### src/design/sfc_pkg.sv
// Constants, register map and state types of the synthesizer frequency control.
// Assumes one 125 MHz clock; serial port and reference pins arrive synchronous to it.
// Summary of operation
// - Separate 4-bit up and down leak settings.
// - Reset leaves fractional mode, modulator running.
// - Integer bit set, release clear: fixed divide.
// - Output frequency from R, integer, fraction.
// - Integer word is sixteen bits wide.
// - Fractional word is twenty-four bits wide.
// - Reference ratio from register three bits 13:0.
// - Fraction write in fractional mode arms a hop at 31st falling edge; hop at next reference tick.
// - Integer write in fractional mode only buffered.
// - Integer write in integer mode arms a hop; hop at next reference tick.
// - Power-on reset clears all logic quickly.
// - Strobe bit 0 resets serial registers.
// - Strobe bit 1 resets reference divider, hop state and active divide words.
// - Hardware reset pin holds serial registers.
// - Zero in enable register powers down.
// - Sweep register bit 1 enables sweeper.
package sfc_pkg;

  localparam int CLK_PERIOD_NS = 8;
  localparam int POR_LIMIT_NS = 1_000_000;
  localparam int POR_LIMIT_CYCLES = POR_LIMIT_NS / CLK_PERIOD_NS;
  localparam int LEAK_STEP_NA = 28_700;
  localparam int LEAK_MAX_PERCENT = 25;

  localparam logic [5:0] FRAME_LAST = 6'h1f;
  localparam logic [5:0] HEAD_LAST = 6'h07;
  localparam logic [5:0] FRAME_MAX = 6'h1f;

  localparam logic [5:0] REG_STROBE = 6'h00;
  localparam logic [5:0] REG_ENABLE = 6'h01;
  localparam logic [5:0] REG_REFDIV = 6'h03;
  localparam logic [5:0] REG_LEAK = 6'h08;
  localparam logic [5:0] REG_INTW = 6'h0f;
  localparam logic [5:0] REG_FRACW = 6'h10;
  localparam logic [5:0] REG_DSMCFG = 6'h12;
  localparam logic [5:0] REG_SWEEP = 6'h14;
  localparam logic [5:0] REG_STATUS = 6'h1f;

  localparam int STB_REGS_BIT = 0;
  localparam int STB_DIG_BIT = 1;
  localparam int ENA_DSM_RUN_BIT = 13;
  localparam int CFG_INT_MODE_BIT = 3;
  localparam int CFG_DSM_MODE_LSB = 8;
  localparam int SWP_ENABLE_BIT = 1;
  localparam int LEAK_UP_LSB = 0;
  localparam int LEAK_DN_LSB = 4;

  localparam logic [15:0] ENABLE_RST = 16'h2000;
  localparam logic [13:0] REFDIV_RST = 14'h0001;
  localparam logic [7:0] LEAK_RST = 8'h00;
  localparam logic [15:0] INTW_RST = 16'h0024;
  localparam logic [23:0] FRACW_RST = 24'h00_0000;
  localparam logic [9:0] DSMCFG_RST = 10'h000;
  localparam logic [7:0] SWEEP_RST = 8'h00;

  typedef enum logic [1:0] {PH_IDLE, PH_HEAD, PH_BODY, PH_DONE} sfc_phase_e;

  typedef struct packed {
    logic sclkQ;
    logic refQ;
    sfc_phase_e phase;
    logic [5:0] bitCnt;
    logic isRead;
    logic [30:0] shiftIn;
    logic [23:0] shiftOut;
    logic sdo;
    logic sdoOe;
    logic [15:0] regEnable;
    logic [13:0] regRefdiv;
    logic [7:0] regLeak;
    logic [15:0] regInt;
    logic [23:0] regFrac;
    logic [9:0] regCfg;
    logic [7:0] regSweep;
    logic [13:0] refCnt;
    logic pfdTick;
    logic hopPending;
    logic hopLoad;
    logic [15:0] actInt;
    logic [23:0] actFrac;
    logic modRun;
    logic intOp;
    logic powerDown;
  } sfc_state_s;

endpackage

### src/design/sfc_frequency_control.sv
// Frequency control of a fractional-N synthesizer: serial register port, hop timing,
// reference divider and resets. Expects serial and reference pins synchronous to clk.
module sfc_frequency_control
  import sfc_pkg::*;
(
  input wire logic clk,
  input wire logic rstn,
  input wire logic hwResetN,
  input wire logic serEnable,
  input wire logic serClk,
  input wire logic serDataIn,
  input wire logic refIn,
  output logic serDataOut,
  output logic serDataOe,
  output logic [15:0] activeIntWord,
  output logic [23:0] activeFracWord,
  output logic hopLoad,
  output logic pfdTick,
  output logic modulatorRun,
  output logic integerOp,
  output logic [3:0] upPumpLeakSetting,
  output logic [3:0] downPumpLeakSetting,
  output logic [15:0] enableCtrl,
  output logic powerDown,
  output logic [1:0] dsmModeSel,
  output logic sweepEnable,
  output logic [7:0] sweepCtrl
);

  sfc_state_s s_r;
  sfc_state_s s_nxt;

  logic sclkRise;
  logic sclkFall;
  logic refRise;
  logic commitWr;
  logic [5:0] wrAddr;
  logic [23:0] wrData;
  logic [6:0] headNext;
  logic digStrobe;

  // Readback of one register; strobes and unmapped addresses read as zero.
  function automatic logic [23:0] readReg(input logic [5:0] addr, input sfc_state_s st);
    logic [23:0] v;
    v = 24'h00_0000;
    unique case (addr)
      REG_ENABLE: v = {8'h00, st.regEnable};
      REG_REFDIV: v = {10'h000, st.regRefdiv};
      REG_LEAK: v = {16'h0000, st.regLeak};
      REG_INTW: v = {8'h00, st.regInt};
      REG_FRACW: v = st.regFrac;
      REG_DSMCFG: v = {14'h0000, st.regCfg};
      REG_SWEEP: v = {16'h0000, st.regSweep};
      REG_STATUS: v = {20'h0_0000, st.hopPending, st.modRun, st.intOp, st.powerDown};
      default: v = 24'h00_0000;
    endcase
    return v;
  endfunction

  assign sclkRise = serClk & ~s_r.sclkQ;
  assign sclkFall = ~serClk & s_r.sclkQ;
  assign refRise = refIn & ~s_r.refQ;
  assign headNext = {s_r.shiftIn[5:0], serDataIn};
  // A write commits on the falling edge of the 31st serial clock.
  assign commitWr = sclkFall && serEnable && (s_r.phase == PH_BODY) && (s_r.bitCnt == FRAME_LAST)
    && !s_r.isRead;
  assign wrAddr = s_r.shiftIn[29:24];
  assign wrData = s_r.shiftIn[23:0];
  assign digStrobe = commitWr && wrAddr == REG_STROBE && wrData[STB_DIG_BIT];

  always_comb
  begin
    s_nxt = s_r;
    s_nxt.sclkQ = serClk;
    s_nxt.refQ = refIn;
    s_nxt.pfdTick = 1'b0;
    s_nxt.hopLoad = 1'b0;

    // Serial port framing.
    if (!serEnable)
    begin
      s_nxt.phase = PH_IDLE;
      s_nxt.bitCnt = 6'h00;
      s_nxt.isRead = 1'b0;
      s_nxt.sdoOe = 1'b0;
      s_nxt.sdo = 1'b0;
    end
    else
    begin
      unique case (s_r.phase)
        PH_IDLE:
        begin
          s_nxt.phase = PH_HEAD;
          s_nxt.bitCnt = 6'h00;
        end
        PH_HEAD:
        begin
          if (sclkRise)
          begin
            s_nxt.shiftIn = {s_r.shiftIn[29:0], serDataIn};
            s_nxt.bitCnt = s_r.bitCnt + 6'h01;
            if (s_r.bitCnt + 6'h01 == HEAD_LAST)
            begin
              s_nxt.phase = PH_BODY;
              s_nxt.isRead = headNext[6];
              s_nxt.shiftOut = readReg(headNext[5:0], s_r);
            end
          end
        end
        PH_BODY:
        begin
          if (sclkRise && s_r.bitCnt != FRAME_MAX)
          begin
            s_nxt.shiftIn = {s_r.shiftIn[29:0], serDataIn};
            s_nxt.bitCnt = s_r.bitCnt + 6'h01;
          end
          if (sclkFall && s_r.isRead)
          begin
            if (s_r.bitCnt < FRAME_LAST)
            begin
              s_nxt.sdo = s_r.shiftOut[23];
              s_nxt.shiftOut = {s_r.shiftOut[22:0], 1'b0};
              s_nxt.sdoOe = 1'b1;
            end
            else
            begin
              s_nxt.sdoOe = 1'b0;
              s_nxt.phase = PH_DONE;
            end
          end
          if (commitWr)
          begin
            s_nxt.phase = PH_DONE;
          end
        end
        PH_DONE:
        begin
          s_nxt.phase = PH_DONE;
        end
      endcase
    end

    // Reference divider: one tick per R reference edges; zero or one divides by one.
    if (refRise)
    begin
      if (s_r.refCnt + 14'h0001 >= s_r.regRefdiv)
      begin
        s_nxt.refCnt = 14'h0000;
        s_nxt.pfdTick = 1'b1;
      end
      else
      begin
        s_nxt.refCnt = s_r.refCnt + 14'h0001;
      end
    end

    // The integer word and, in fractional mode, the fraction word move on the same tick; integer mode loads a zero fraction.
    if (s_nxt.pfdTick && s_r.hopPending)
    begin
      s_nxt.actInt = s_r.regInt;
      s_nxt.actFrac = s_r.regCfg[CFG_INT_MODE_BIT] ? 24'h00_0000 : s_r.regFrac;
      s_nxt.hopPending = 1'b0;
      s_nxt.hopLoad = 1'b1;
    end

    // Register writes; a hop trigger here re-arms the hop that a transfer in the same cycle clears.
    if (commitWr)
    begin
      unique case (wrAddr)
        REG_ENABLE: s_nxt.regEnable = wrData[15:0];
        REG_REFDIV: s_nxt.regRefdiv = wrData[13:0];
        REG_LEAK: s_nxt.regLeak = wrData[7:0];
        REG_DSMCFG: s_nxt.regCfg = wrData[9:0];
        REG_SWEEP: s_nxt.regSweep = wrData[7:0];
        REG_INTW:
        begin
          s_nxt.regInt = wrData[15:0];
          if (s_r.regCfg[CFG_INT_MODE_BIT])
          begin
            s_nxt.hopPending = 1'b1;
          end
        end
        REG_FRACW:
        begin
          s_nxt.regFrac = wrData;
          if (!s_r.regCfg[CFG_INT_MODE_BIT])
          begin
            s_nxt.hopPending = 1'b1;
          end
        end
        default:
        begin
        end
      endcase
    end

    // Digital reset strobe: reference counter, hop state and active divide words; serial registers and port framing are kept.
    if (digStrobe)
    begin
      s_nxt.refCnt = 14'h0000;
      s_nxt.pfdTick = 1'b0;
      s_nxt.hopPending = 1'b0;
      s_nxt.hopLoad = 1'b0;
      s_nxt.actInt = INTW_RST;
      s_nxt.actFrac = FRACW_RST;
    end

    // Register reset by strobe or by the hardware pin; strobes are never stored.
    if (!hwResetN || (commitWr && wrAddr == REG_STROBE && wrData[STB_REGS_BIT]))
    begin
      s_nxt.regEnable = ENABLE_RST;
      s_nxt.regRefdiv = REFDIV_RST;
      s_nxt.regLeak = LEAK_RST;
      s_nxt.regInt = INTW_RST;
      s_nxt.regFrac = FRACW_RST;
      s_nxt.regCfg = DSMCFG_RST;
      s_nxt.regSweep = SWEEP_RST;
    end

    s_nxt.intOp = s_nxt.regCfg[CFG_INT_MODE_BIT];
    s_nxt.modRun = !s_nxt.regCfg[CFG_INT_MODE_BIT] && s_nxt.regEnable[ENA_DSM_RUN_BIT];
    s_nxt.powerDown = (s_nxt.regEnable == 16'h0000);
  end

  always_ff @(posedge clk)
  begin
    if (!rstn)
    begin
      s_r <= '0;
      s_r.phase <= PH_IDLE;
      s_r.regEnable <= ENABLE_RST;
      s_r.regRefdiv <= REFDIV_RST;
      s_r.regLeak <= LEAK_RST;
      s_r.regInt <= INTW_RST;
      s_r.regFrac <= FRACW_RST;
      s_r.regCfg <= DSMCFG_RST;
      s_r.regSweep <= SWEEP_RST;
      s_r.actInt <= INTW_RST;
      s_r.actFrac <= FRACW_RST;
      s_r.modRun <= ENABLE_RST[ENA_DSM_RUN_BIT];
    end
    else
    begin
      s_r <= s_nxt;
    end
  end

  assign serDataOut = s_r.sdo;
  assign serDataOe = s_r.sdoOe;
  assign activeIntWord = s_r.actInt;
  assign activeFracWord = s_r.actFrac;
  assign hopLoad = s_r.hopLoad;
  assign pfdTick = s_r.pfdTick;
  assign modulatorRun = s_r.modRun;
  assign integerOp = s_r.intOp;
  assign upPumpLeakSetting = s_r.regLeak[LEAK_UP_LSB +: 4];
  assign downPumpLeakSetting = s_r.regLeak[LEAK_DN_LSB +: 4];
  assign enableCtrl = s_r.regEnable;
  assign powerDown = s_r.powerDown;
  assign dsmModeSel = s_r.regCfg[CFG_DSM_MODE_LSB +: 2];
  assign sweepEnable = s_r.regSweep[SWP_ENABLE_BIT];
  assign sweepCtrl = s_r.regSweep;

  a_reset_fractional: assert property (@(posedge clk) !rstn |=> !integerOp && modulatorRun)
    else $error("Reset did not leave fractional operation.");

  a_integer_stops_mod: assert property (@(posedge clk) disable iff (!rstn) integerOp |-> !modulatorRun)
    else $error("Modulator running in integer operation.");

  a_frac_write_hops: assert property (@(posedge clk) disable iff (!rstn)
    commitWr && wrAddr == REG_FRACW && !integerOp && hwResetN |=> s_r.hopPending)
    else $error("Fractional word write did not arm a hop.");

  a_int_write_buffered: assert property (@(posedge clk) disable iff (!rstn)
    commitWr && wrAddr == REG_INTW && !integerOp && !s_r.hopPending |=> !s_r.hopPending && !hopLoad)
    else $error("Integer word write hopped in fractional operation.");

  a_int_write_hops: assert property (@(posedge clk) disable iff (!rstn)
    commitWr && wrAddr == REG_INTW && integerOp && hwResetN |=> s_r.hopPending)
    else $error("Integer word write did not arm a hop in integer operation.");

  a_hop_on_tick: assert property (@(posedge clk) disable iff (!rstn)
    hopLoad |-> pfdTick && activeIntWord == $past(s_r.regInt) && $past(s_r.hopPending))
    else $error("Divide words moved outside a reference tick or mixed.");

  a_regs_strobe: assert property (@(posedge clk) disable iff (!rstn)
    commitWr && wrAddr == REG_STROBE && wrData[STB_REGS_BIT]
    |=> s_r.regInt == INTW_RST && enableCtrl == ENABLE_RST && s_r.regRefdiv == REFDIV_RST)
    else $error("Register reset strobe left a register changed.");

  a_digital_strobe: assert property (@(posedge clk) disable iff (!rstn)
    commitWr && wrAddr == REG_STROBE && wrData == 24'h00_0002 && hwResetN
    |=> !s_r.hopPending && s_r.refCnt == 14'h0000 && enableCtrl == $past(enableCtrl))
    else $error("Digital reset strobe misbehaved.");

  a_hw_reset_regs: assert property (@(posedge clk) disable iff (!rstn)
    !hwResetN |=> s_r.regRefdiv == REFDIV_RST && s_r.regLeak == LEAK_RST && s_r.regFrac == FRACW_RST)
    else $error("Hardware reset did not hold the registers.");

  a_power_down: assert property (@(posedge clk) disable iff (!rstn)
    powerDown == (enableCtrl == 16'h0000))
    else $error("Power-down flag disagrees with enable register.");

  a_frac_hop_words: assert property (@(posedge clk) disable iff (!rstn)
    hopLoad && !$past(integerOp) |-> activeFracWord == $past(s_r.regFrac))
    else $error("Fractional word loaded differs from the stored one.");

  a_int_hop_nofrac: assert property (@(posedge clk) disable iff (!rstn)
    hopLoad && $past(integerOp) |-> activeFracWord == 24'h00_0000)
    else $error("Fraction used in integer operation.");

  a_words_hold: assert property (@(posedge clk) disable iff (!rstn)
    !hopLoad && !$past(digStrobe) |-> $stable(activeIntWord) && $stable(activeFracWord))
    else $error("Divide words changed without a load.");

  a_tick_one_ratio: assert property (@(posedge clk) disable iff (!rstn)
    refRise && s_r.regRefdiv <= 14'h0001 && !digStrobe |=> pfdTick)
    else $error("Divide by one missed a reference edge.");

  a_tick_from_ref: assert property (@(posedge clk) disable iff (!rstn)
    pfdTick |-> $past(refRise))
    else $error("Reference tick without a reference edge.");

  a_strobe_reads_zero: assert property (@(posedge clk) disable iff (!rstn)
    serEnable && sclkRise && s_r.phase == PH_HEAD && s_r.bitCnt + 6'h01 == HEAD_LAST
    && headNext == {1'b1, REG_STROBE} |=> s_r.shiftOut == 24'h00_0000)
    else $error("Strobe register read back nonzero.");

  a_leak_write: assert property (@(posedge clk) disable iff (!rstn)
    commitWr && wrAddr == REG_LEAK && hwResetN
    |=> upPumpLeakSetting == $past(wrData[3:0]) && downPumpLeakSetting == $past(wrData[7:4]))
    else $error("Leak settings differ from the written value.");

  a_refdiv_write: assert property (@(posedge clk) disable iff (!rstn)
    commitWr && wrAddr == REG_REFDIV && hwResetN |=> s_r.regRefdiv == $past(wrData[13:0]))
    else $error("Reference ratio differs from the written value.");

  a_sweep_write: assert property (@(posedge clk) disable iff (!rstn)
    commitWr && wrAddr == REG_SWEEP && hwResetN |=> sweepEnable == $past(wrData[SWP_ENABLE_BIT]))
    else $error("Sweep enable differs from the written bit.");

  a_enable_write: assert property (@(posedge clk) disable iff (!rstn)
    commitWr && wrAddr == REG_ENABLE && hwResetN |=> enableCtrl == $past(wrData[15:0]))
    else $error("Enable register differs from the written value.");

endmodule

### config.mk
export PLATFORM = sky130hd
export DESIGN_NAME = sfc_frequency_control
export DESIGN_NICKNAME = d
export VERILOG_FILES = /design/src/design/sfc_pkg.sv /design/src/design/sfc_frequency_control.sv
export SDC_FILE = /design/constraint.sdc
export NUM_CORES = 1
export LEC_CHECK = 0
export BUFFER_PORTS_ARGS = -buffer_cell sky130_fd_sc_hd__buf_2
export CAP_MARGIN = 20
export CORE_ASPECT_RATIO = 1.1
export CORE_MARGIN = 3
export CORE_UTILIZATION = 41
export CTS_CLUSTER_DIAMETER = 60
export CTS_CLUSTER_SIZE = 30
export DETAILED_ROUTE_END_ITERATION = 8
export SETUP_SLACK_MARGIN = 0.5
export SKIP_LAST_GASP = 1
export SYNTH_ARGS = -nofsm -noshare
export SYNTH_HDL_FRONTEND = slang
export SYNTH_SLANG_ARGS = --single-unit
### constraint.sdc
create_clock -name clk -period 8.4 [get_ports clk]
set_input_delay 0.42 -clock clk [delete_from_list [all_inputs] [get_ports clk]]
set_output_delay 0.42 -clock clk [all_outputs]
set_load 0.005 [all_outputs]
======== Word level (Yosys, flattened, before mapping) ========
Cells that the tools add are included.
storage, ports and cells
  logic and storage cells ................. 134
  output and inout bits ................... 82
  input bits .............................. 7
  bits in registers ....................... 222
operators by class
  equality and inequality tests ........... 28
  reduce and logical (&&, ||, !) cells .... 36
  mux-type cells .......................... 34
  bitwise gates (word level) .............. 7
  add/sub/neg operators ................... 2
  order comparisons ....................... 2
operators by type and width
  operator                 count
  $mux W96                 2
  $pmux W24 S8             1
  $pmux W54 S2             1
  $mux W24                 3
  $mux W64                 1
  $eq A6 B5 Y1 const B     8
  $mux W42                 1
  $mux W16                 2
  $mux W30                 1
  $mux W14                 2
  $mux W26                 1
  $mux W25                 1
  $eq A6 B4 Y1 const B     4
  $pmux W6 S3              1
  $logic_not A16 Y1        1
  $mux W8                  2
  $reduce_and A2 Y1        8
  $add A14 B1 Y14 const B  1
  $ge A14 B14 Y1           1
  $eq A6 B1 Y1 const B     2
  $eq A6 B2 Y1 const B     2
  $logic_and A1 B1 Y1      11
  $mux W10                 1
  $reduce_and A3 Y1        3
  26 further kinds         48

======== Logic depth before layout (Yosys ltp) ========
  word-level depth ........................ 12
  depth in mapped cells ................... 13
  depth with buffers taken out ............ 12

======== Worst setup path after synthesis ========
No wires, ideal clock.
  path type ............................... reg-to-reg
  start ................................... reg s_r[46] (netlist bit)
  end ..................................... reg s_r, in the netlist activeFracWord[19]
  slack ................................... 5.550 ns
  period minus slack after synthesis ...... 2.850 ns
  data required time ...................... 8.330 ns
  setup time .............................. 0.070 ns
  cell stages (with the launch flop) ...... 14
  path buffers ............................ 1
  arrival time ............................ 2.780 ns
  cells stage by stage .................... dfxtp_1 > ha_1 > nand3_1 > nor2_1 > nand3_1 > xnor2_1 > ha_1 > nand4_1 > nor3_1 > nand2_1 > o21ai_1 > clkbuf_1 > nand4b_1 > a21oi_1
between the ends
  longest elaborated chain between the ends .. 5
ends and longest elaborated chain
  item                    RTL line                      RTL
  start, declared         sfc_frequency_control.sv:30   sfc_state_s s_r;
  start signal, assigned  sfc_frequency_control.sv:244  s_r <= s_nxt;
  $add A14 B1 Y14         sfc_frequency_control.sv:146  if (s_r.refCnt + 14'h0001 >= s_r.regRefdiv)
  $ge A14 B14 Y1          sfc_frequency_control.sv:146
  $mux W1                 sfc_frequency_control.sv:146
  $mux W1                 sfc_frequency_control.sv:144  if (refRise)
  $logic_and A1 B1 Y1     sfc_frequency_control.sv:158  if (s_nxt.pfdTick && s_r.hopPending)
No other way between the ends.
A chain may end at the register's enable or synchronous reset.

======== Worst setup path in the final report ========
  start ................................... reg s_r[46] (netlist bit)
  end ..................................... reg s_r[57] (netlist bit)
between the ends
  longest elaborated chain between the ends .. 3
ends and longest elaborated chain
  item                 RTL line
  $add A14 B1 Y14 (*)  sfc_frequency_control.sv:146, sfc_frequency_control.sv:153
  $ge A14 B14 Y1       sfc_frequency_control.sv:146
  $mux W14 (*)         sfc_frequency_control.sv:146
Every way passes the cells marked *; elsewhere a longest branch is shown, timed or not.

==> results.tsv <==
stage	metric	value	unit
outcome	status	finished clean	
clocking	cts_root_buf	clkbuf_16	
power	power_density	178	nW/um^2
worst_setup_path	cp_max_fo	9	
clocking	cts_buffers	18	
sta	max_freq	0.298	GHz
sta	final_hold_viol_count	0	
power	ir_drop	0.113	mV
finish	nets	1265	
clocking	cts_max_path_buffers	3	
floorplanning	start_util	42.3	%
route	drt-initial-drc-count	780	
synth	synth_top_family_by_area	simple AND/OR/NAND/NOR gates	
finish	drive_above_1_share	14.3	%
worst_setup_path	worstSetupPathType	flip-flop to flip-flop	
worst_setup_path	crit_path_start_kind	flip-flop	
floorplanning	dieHeight	177	um
hold_path	whs_path_depth	2	
synth	ys_ff_latch	222	
clocking	htreeDepth	1	
synth	synth_edf_count	0	
route	first_pass_iters	5	
global_routing	grt_use_met3	3.16	%
synth	yosys_warnings	0	
synth	synth_commonest_cells	222 x dfxtp_1, 189 x nand2_1, 125 x a21oi_1	
placed_design	port-buffer-count	88	
clocking	cts_resized	0	
global_routing	overflow	0	
route	wire_per_inst	18.7	um
sta	setup_tns	0	ns
placed_design	post_dp_cell_area	10900	sq um
finish	fillCellCount	2586	
sta	finalCritPeriodShare	40.0	%
run	cap_violations	0	
finish	antenna-diode-count	0	
route	dr_total_vias	8987	
synth	netlist.top_cell.by_area	dfxtp_1	
sta	slew_violations	0	
floorplanning	die_area	28500	sq um
sta	post-route-min-period	3.36	ns
sta	setup_ws	5.04	ns
route	totalWireLength	29.7	mm
synth	synth_seq_area_share	41.0	%
worst_setup_path	arrival	3.77	ns
synth	syn_area	10900	sq um
clocking	clock_latency	0.51	ns
floorplanning	core	25600	sq um
global_routing	grt_pass1_wl	46.9	mm
global_routing	grtUsageMet1	28.9	%
global_routing	grt_max_degree	78	
clocking	cts_setup_buffers	0	
sta	fin_worst_skew	0.0266	ns
global_routing	track_usage	20.3	%
floorplanning	rows	61	
global_routing	busiest_layer	met2	
sta	tightest_slew	1.04	ns
route	postRouteAntennaNets	0	
finish	design_area	11500	sq um
synth	synthSimpleGateAreaFrac	20.8	%
synth	synth_compound_area_share	18.5	%
synth	yosysUniqueCellTypes	74	
synth	synthAdderAreaFrac	2.65	%
route	post_drt_via_cell_ratio	5.64	
global_routing	grt_util_met2	32.2	%
placed_design	gp_congestion	0.824	
synth	syn_nets	1313	
worst_setup_path	cp-end-kind	flip-flop	
floorplanning	pin_count	89	
synth	synthArstFlopShare	0	%
route	drcViolationCount	0	
clocking	postCtsHoldBufs	0	
synth	synthTopCellsByArea	dfxtp_1 41%, nand2_1 6.5%, a21oi_1 5.8%, buf_4 5.6%, mux2i_1 5.0%	
synth	synth_xor_area_share	1.05	%
worst_setup_path	rr_worst_depth	12	
sta	setup_violations	0	
synth	synthCells	1283	
synth	post-synth-top-area-fraction	41.0	%
floorplanning	die_w	161	um
worst_setup_path	required	8.81	ns
synth	syn_avg_cell_area	8.46	sq um
hold_path	hp-class	input pin to flip-flop	
synth	muxShareOfSynthArea	5.81	%
synth	synth_most_common_cell	dfxtp_1	
clocking	clock_sinks	222	
global_routing	grt_pass1_vias	8297	
power	leakage	4.28	nW
placed_design	dpl.hpwl	20.4	mm
global_routing	antenna_found_initial	0	
sta	maxSlewHeadroom	30.8	%
synth	synth_ff_type	dfxtp_1	
clocking	clkTransAtPathRegs	0.07	ns
sta	grt_setup_unrepaired	no	
placed_design	pre_cts_ws	5.05	ns
finish	syn_to_final_growth	6.26	%
clocking	cts_tree	done	
## cells by family (layout without fill, tap and decap cells)
family | after synthesis | after routing
buffers and inverters | 195 | 159
flip-flops | 222 | 222
multiplexers | 62 | 62
AND/OR/NAND/NOR | 446 | 446
XOR/XNOR | 13 | 13
adder cells (fa/ha/maj) | 23 | 23
AO/OA/AOI/OAI | 322 | 322
## flip-flops by register name (all words and copies together) (netlist names)
signal	flops
enableCtrl	16
serDataOe	1
activeIntWord	16
pfdTick	1
upPumpLeakSetting	4
powerDown	1
dsmModeSel	2
hopLoad	1
sweepCtrl	8
activeFracWord	24
downPumpLeakSetting	4
modulatorRun	1
serDataOut	1
s_r	136
headNext	6
## routing by layer
metal / share of wire (%) / wire length [um]
met3: 7.0 / 2090
met2: 44 / 13200
met1: 47 / 13800
met4: 2.0 / 595
met5: 0 / 0
## cells in the final DEF, fill, tap and decap left out, drive strengths merged, types with 9 or more instances in the layout
| cell type | synthesis | layout |
|---|---|---|
| dfxtp | 222 | 222 |
| nand2 | 189 | 189 |
| a21oi | 126 | 126 |
| buf | 108 | 105 |
| o21ai | 72 | 72 |
| nor2 | 68 | 68 |
| nand3 | 65 | 65 |
| mux2i | 54 | 54 |
| a21boi | 30 | 30 |
| inv | 22 | 30 |
| a22oi | 26 | 26 |
| nand4b | 26 | 26 |
| ha | 23 | 23 |
| and3 | 20 | 20 |
| clkbuf | 65 | 20 |
| nor3 | 12 | 12 |
| a31oi | 11 | 11 |
| nand4 | 11 | 11 |
| xnor2 | 10 | 10 |
| o211a | 9 | 9 |
| a222oi | 9 | 9 |
## power breakdown
part           switching, W  leakage [nW]  internal, W   total, W
registers        0.00000351          1.79      0.00106    0.00106
logic             0.0000477          2.17    0.0000174  0.0000651
clock network      0.000448         0.316     0.000481   0.000929
total              0.000499          4.28      0.00156    0.00206
## worst max-delay path, cell delays in order (launching register included)
cell and delay [ns]:
dfxtp_1 0.41, ha_1 0.24, nand3_1 0.16, nor2_1 0.32, nand4_1 0.16, xnor2_1 0.25
ha_1 0.28, nand2_1 0.07, o21ai_0 0.11, nor2b_1 0.16, a211oi_2 0.53, nand3_2 0.31
o31ai_1 0.27
## metrics by stage
| step | hold slack, ns | util (%) | power [W] | cells |
|---|---|---|---|---|
| after floorplan | 0.441 | - | 0.00113 | 1283 |
| after global placement | 0.453 | 42.2 | 0.00115 | 1558 |
| after detailed placement | 0.462 | 42.4 | 0.00115 | 1560 |
| after CTS | 0.181 | 44.9 | 0.00207 | 1592 |
| after global routing | 0.189 | 45.0 | 0.00212 | 1593 |
| final | 0.192 | 45.0 | 0.00206 | 1593 |
## path summary, 6_finish.rpt
kind | start | to | slack, ns
setup reg to reg | s_r[46]$_SDFFE_PP0P_ | s_r[57]$_SDFFE_PP0P_ | 5.04
setup / recovery | s_r[46]$_SDFFE_PP0P_ | s_r[57]$_SDFFE_PP0P_ | 5.04
hold reg to reg | s_r[166]$_SDFFE_PN0P_ | s_r[167]$_SDFFE_PN0P_ | 0.46
hold / removal | refIn | s_r[222]$_SDFF_PN0_ | 0.19
## final cells by class
cell class              count  area, sq um  area share [%]
inverters                  22         82.6           0.716
clock inverters            12          160            1.39
repair buffers            105          603            5.23
multi-input cells         866         5320            46.1
clock buffers              20          489            4.24
well taps                 346          433            3.75
flip-flops and latches    222         4440            38.5
(Power assumes the default switching activity.)
